--- src/pin_share_pkg.sv ---
// constants, pin indices, carriers and state types for the shared test port pins
// assumes a consumer that writes every use as pin_share_pkg::name
package pin_share_pkg;

  // ==========================================================================
  // pin indices within the seven-line pin vectors
  localparam int NUM_LINES = 7;
  localparam int LINE_ZERO = 0;
  localparam int LINE_ONE = 1;
  localparam int LINE_TWO = 2;
  localparam int LINE_THREE = 3;
  localparam int LINE_FIVE = 4;
  localparam int LINE_SIX = 5;
  localparam int LINE_SEVEN = 6;

  // ==========================================================================
  // pin configuration and its reset defaults
  typedef struct packed {
    logic [NUM_LINES-1:0] alt;
    logic [NUM_LINES-1:0] dir;
    logic [NUM_LINES-1:0] out;
    logic [NUM_LINES-1:0] pull;
  } gpio_cfg_t;

  // test lines start in test function, the rest as plain inputs
  localparam logic [NUM_LINES-1:0] ALT_RESET = 7'h0F;
  localparam logic [NUM_LINES-1:0] DIR_RESET = 7'h00;
  localparam logic [NUM_LINES-1:0] OUT_RESET = 7'h00;
  localparam logic [NUM_LINES-1:0] PULL_RESET = 7'h6F;
  localparam gpio_cfg_t CFG_RESET = '{alt: ALT_RESET, dir: DIR_RESET, out: OUT_RESET, pull: PULL_RESET};

  // ==========================================================================
  // test access port
  localparam int WORD_W = 16;
  localparam int IR_W = 4;
  localparam logic [IR_W-1:0] IR_CAPTURE = 4'h1;
  localparam logic [IR_W-1:0] IR_BYPASS = 4'hF;
  localparam logic [IR_W-1:0] IR_DATA_WORD = 4'h4;

  typedef enum logic [15:0] {
    ST_RESET = 16'h0001,
    ST_IDLE = 16'h0002,
    ST_SEL_DR = 16'h0004,
    ST_CAP_DR = 16'h0008,
    ST_SHIFT_DR = 16'h0010,
    ST_EXIT1_DR = 16'h0020,
    ST_PAUSE_DR = 16'h0040,
    ST_EXIT2_DR = 16'h0080,
    ST_UPD_DR = 16'h0100,
    ST_SEL_IR = 16'h0200,
    ST_CAP_IR = 16'h0400,
    ST_SHIFT_IR = 16'h0800,
    ST_EXIT1_IR = 16'h1000,
    ST_PAUSE_IR = 16'h2000,
    ST_EXIT2_IR = 16'h4000,
    ST_UPD_IR = 16'h8000
  } tap_state_t;

  // ==========================================================================
  // per-domain state
  typedef struct packed {
    tap_state_t state;
    logic [IR_W-1:0] ir_shift;
    logic [IR_W-1:0] ir;
    logic [WORD_W-1:0] dr;
    logic bypass;
    logic [WORD_W-1:0] word;
    logic req;
    logic ack_s1;
    logic ack_s2;
    logic alt_s1;
    logic alt_s2;
  } tck_state_t;

  typedef struct packed {
    logic out;
    logic oe;
  } tdo_state_t;

  typedef struct packed {
    gpio_cfg_t cfg;
    logic [NUM_LINES-1:0] sync1;
    logic [NUM_LINES-1:0] sync2;
    logic req_s1;
    logic req_s2;
    logic ack;
    logic ref_sel;
  } mclk_state_t;

  typedef struct packed {
    logic head_valid;
    logic [WORD_W-1:0] head;
    logic skid_valid;
    logic [WORD_W-1:0] skid;
  } buf_state_t;

endpackage

--- src/word_buffer.sv ---
// two-entry buffer between the crossed test word and the word consumer
// assumes one clock and an active-low asynchronous reset
`timescale 1ns/1ns
`default_nettype none
module word_buffer
(
  input wire logic clk,
  input wire logic rst_n,
  input wire logic in_valid,
  output logic in_ready,
  input wire logic [pin_share_pkg::WORD_W-1:0] in_data,
  output logic out_valid,
  input wire logic out_ready,
  output logic [pin_share_pkg::WORD_W-1:0] out_data
);
  pin_share_pkg::buf_state_t s;
  pin_share_pkg::buf_state_t next_s;
  logic pop;
  logic push;

  // ==========================================================================
  // head feeds the consumer, skid catches a word while head stalls
  assign pop = s.head_valid && out_ready;
  assign push = in_valid && !s.skid_valid;
  assign in_ready = !s.skid_valid;
  assign out_valid = s.head_valid;
  assign out_data = s.head;

  always_comb
  begin
    next_s = s;
    if (pop)
    begin
      next_s.head = s.skid;
      next_s.head_valid = s.skid_valid;
      next_s.skid_valid = 1'b0;
    end
    if (push)
    begin
      if (!next_s.head_valid)
      begin
        next_s.head = in_data;
        next_s.head_valid = 1'b1;
      end
      else
      begin
        next_s.skid = in_data;
        next_s.skid_valid = 1'b1;
      end
    end
  end

  always_ff @(posedge clk or negedge rst_n)
  begin
    if (!rst_n)
      s <= '0;
    else
      s <= next_s;
  end

  property p_hold_stalled;
    @(posedge clk) disable iff (!rst_n)
      (out_valid && !out_ready) |=> (out_valid && $stable(out_data));
  endproperty
  a_hold_stalled: assert property (p_hold_stalled) else $error("stalled word changed");

endmodule
`default_nettype wire

--- config.mk ---
export PLATFORM = sky130hd
export DESIGN_NAME = word_buffer
export DESIGN_NICKNAME = d
export VERILOG_FILES = /design/src/pin_share_pkg.sv /design/src/word_buffer.sv
export SDC_FILE = /design/constraint.sdc
export NUM_CORES = 1
export LEC_CHECK = 0
export ABC_AREA = 1
export BUFFER_PORTS_ARGS = -buffer_cell sky130_fd_sc_hd__buf_4
export CORE_MARGIN = 3
export CORE_UTILIZATION = 47
export CTS_CLUSTER_DIAMETER = 50
export DETAILED_ROUTE_END_ITERATION = 16
export PLACE_DENSITY = 0.71
export SLEW_MARGIN = 20
export SYNTH_ARGS = -nofsm -noshare
export SYNTH_HDL_FRONTEND = slang
export SYNTH_SLANG_ARGS = --single-unit
--- constraint.sdc ---
create_clock -name clk -period 3.5 [get_ports clk]
set_input_delay 0.175 -clock clk [delete_from_list [all_inputs] [get_ports clk]]
set_output_delay 0.175 -clock clk [all_outputs]
set_load 0.02 [all_outputs]
==> results.sh <==
export IMPL_outcome="finished, final reports clean"
export IMPL_min_delay_start="in_data[4]"
export IMPL_synth_top_area_cell="dfrtp_1"
export IMPL_fp_dieH_um=66.79
export IMPL_ys_dominant_reg_cell="dfrtp_1"
export IMPL_total_die_area_mm2=0.004460
export IMPL_syn_cell_area_mm2=0.001737
export IMPL_max_freq_mhz=524.4
export IMPL_power_density_mw_per_mm2=894.6
export IMPL_multiInputGateArea_um2=684.4
export IMPL_synthesis_instances=220
export IMPL_regArea_um2=850.8
export IMPL_skew_ns=0.003672
export IMPL_remaining_drc_errors=0
export IMPL_synth_seq_cells=34
export IMPL_finalNetCount=257
export IMPL_layout_cell_share_with_drive_strength_beyond_1_pct=21.61
export IMPL_startpoint_type="flip-flop"
export IMPL_effective_utilization_at_floorplan_pct=50.45
export IMPL_setup_repair_after_global_routing_missed_its_margin="false"
export IMPL_synth_adder_area_share_pct=0
export IMPL_post_cts_resized=0
export IMPL_final_max_slew_viol_count=0
export IMPL_post_synth_mux_area_share_pct=0
export IMPL_postSynthAreaPerCell_um2=7.894
export IMPL_tns_ns=0
export IMPL_cts_tree="done"
export IMPL_grt_max_degree=35
export IMPL_critical_path_max_fanout=22
export IMPL_yosysWarningCount=0
export IMPL_hold_class="input port to flip-flop"
export IMPL_synth_simple_gate_area_share_pct=39.12
export IMPL_setup_crit_end_kind="flip-flop"
export IMPL_io_pins=38
export IMPL_setup_violations=0
export IMPL_grt_pass1_wl_mm=6.141
export IMPL_synth_edff_count=0
export IMPL_worst_setup_hold_path_clk_slew_ns=0.06
export IMPL_worstSetupStartpoint="out_valid"
export IMPL_core_area_mm2=0.003442
export IMPL_gr_usage_all_layers_pct=18.30
export IMPL_cts_buffer_depth=2
export IMPL_worst_ep_required_time_ns=3.67
export IMPL_synth_sequential_area_ratio_pct=48.99
export IMPL_xor_xnor_share_of_the_synthesized_area_pct=0
export IMPL_slew_headroom_pct=54.87
export IMPL_cts_htree_levels=2
export IMPL_report_power_total_mw=1.780
export IMPL_gp_congestion=0.8159
export IMPL_detailedPlacementHpwl_mm=2.400
export IMPL_postSynthNetCount=240
export IMPL_final_util_pct=57.80
export IMPL_placementRows=21
export IMPL_synth_area_top_cells="dfrtp_1 49%, nand2_1 21%, nand3_1 9.2%, buf_4 7.3%, nand4_1 5.8%"
export IMPL_tritoncts_num_buffers=5
export IMPL_yosys_area_top_type_share_pct=48.99
export IMPL_most_common_cell_in_the_synthesized_netlist="nand2_1"
export IMPL_drtPass1Iterations=4
export IMPL_post_cts_buffers=0
export IMPL_cellLeakagePower_nw=1.106
export IMPL_detail_route_wirelength_mm=3.678
export IMPL_layout_area_overhead_vs_synth_pct=14.55
export IMPL_async_reset_ff_share_pct=100.0
export IMPL_slew_at_the_pin_closest_to_its_max_slew_limit_ns=0.6762
export IMPL_antenna_cells_inserted=0
export IMPL_drt_antenna_violating_nets=0
export IMPL_worst_ep_arrival_time_ns=2.07
export IMPL_synth_compound_area_share_pct=0.2882
export IMPL_hold_violations=0
export IMPL_grt_pass1_vias=1283
export IMPL_grt_overflow=0
export IMPL_dr_first_iter_drc_count=94
export IMPL_route_detailed_vias_per_inst=5.138
export IMPL_fillerInstances=319
export IMPL_final_min_period_over_clock_period_pct=54.48
export IMPL_clkSinkCount=34
export IMPL_antenna_found_initial=0
export IMPL_vias=1449
export IMPL_synth_top_family_by_area="simple AND/OR/NAND/NOR gates"
export IMPL_reg2reg_from="out_valid"
export IMPL_port_buffers=37
export IMPL_die_w_um=66.79
export IMPL_yosys_top_cells_count="99 x nand2_1, 34 x dfrtp_1, 32 x nand3_1"
export IMPL_post_route_min_period_ns=1.907
export IMPL_clock_latency_ns=0.28
export IMPL_crit_type="flip-flop to flip-flop"
export IMPL_synth_lib_cells_used_distinct=14
export IMPL_cts_root_buffer="clkbuf_8"
export IMPL_peakVddDrop_uv=361.4
export IMPL_wl_per_cell_um=13.04
export IMPL_drv_max_cap_violation_count=0
## routing by layer
layer / up-vias / wire length, um / GRT usage, %
li1: 732 / - / -
met1: 670 / 1699 / 23.82
met2: 45 / 1746 / 29.46
met3: 2 / 208 / 5.228
met4: 0 / 24 / 5.330
met5: - / 0 / 0
## worst max-delay path: stages, from the launching register on
cell     delay (ns)
dfrtp_1        0.65
buf_4          0.35
nand2_1        0.42
nand2_1        0.18
nand2_1        0.07
nand2_1        0.06
nand2_1        0.06
## cell families after synthesis
kind of cell	Yosys count
flops	34
simple gates	152
buf+inv	33
compound gates	1
## worst paths after layout
| path | endpoint | slack [ns] | depth (start not counted) |
|---|---|---|---|
| setup / recovery | out_data[1] | 1.59 | 6 |
| hold / removal | out_data[4] | 0.14 | 3 |
| setup reg to reg | out_data[1] | 1.59 | 6 |
| hold reg to reg | s[1] | 0.48 | 2 |
| max in group asynchronous | s[6] | 2.82 | 2 |
| min in group asynchronous | out_data[3] | 0.37 | 2 |
## per-stage QoR
step	std cells	cell area, um^2	hold slack (ns)	setup slack [ns]
6_report	282	1989	0.1361	1.593
5_1_grt	282	1989	0.1440	1.421
4_1_cts	282	1989	0.1305	1.617
3_5_place_dp	275	1897	0.1494	1.635
3_3_place_gp	275	1897	0.1468	1.700
2_1_floorplan	220	1737	-0.1206	2.199
## report_power, final
group	internal, mW	switching [mW]	total [mW]	leakage, nW
Combinational	0.303	0.497	0.800	0.644
Clock	0.152	0.129	0.280	0.0431
Sequential	0.581	0.118	0.699	0.419
Total	1.04	0.744	1.78	1.11
## placed cells by master (no fill, tap or decap)
master and instances:
nand2_2 1, inv_2 1, inv_1 2, nand2_1 99, nand4_1 16, nand4_2 1, dlygate4sd3_1 1, buf_4 39
o21ai_0 1, nand2_4 2, dfrtp_1 34, clkbuf_8 6, nand3_1 32, nor2_2 1
## area by class of cell
class                   instances  share of cell area [%]
flip-flops and latches         34                   42.77
well taps                      46                   2.893
inverters                       3                  0.5660
clock buffers                   6                   4.151
repair buffers                 40                   15.22
multi-input cells             153                   34.40
## what timing repair did
action | 4_1_cts | 5_1_grt
setup endpoints to repair | 0 | 0
hold endpoints to repair | 34 | 0
hold buffers | 1 | 0
## state kept, by name (all words and copies together) (netlist names)
register and flops:
out_data 16, s 17, out_valid 1
No activity file was read; power rests on OpenSTA's default activity.
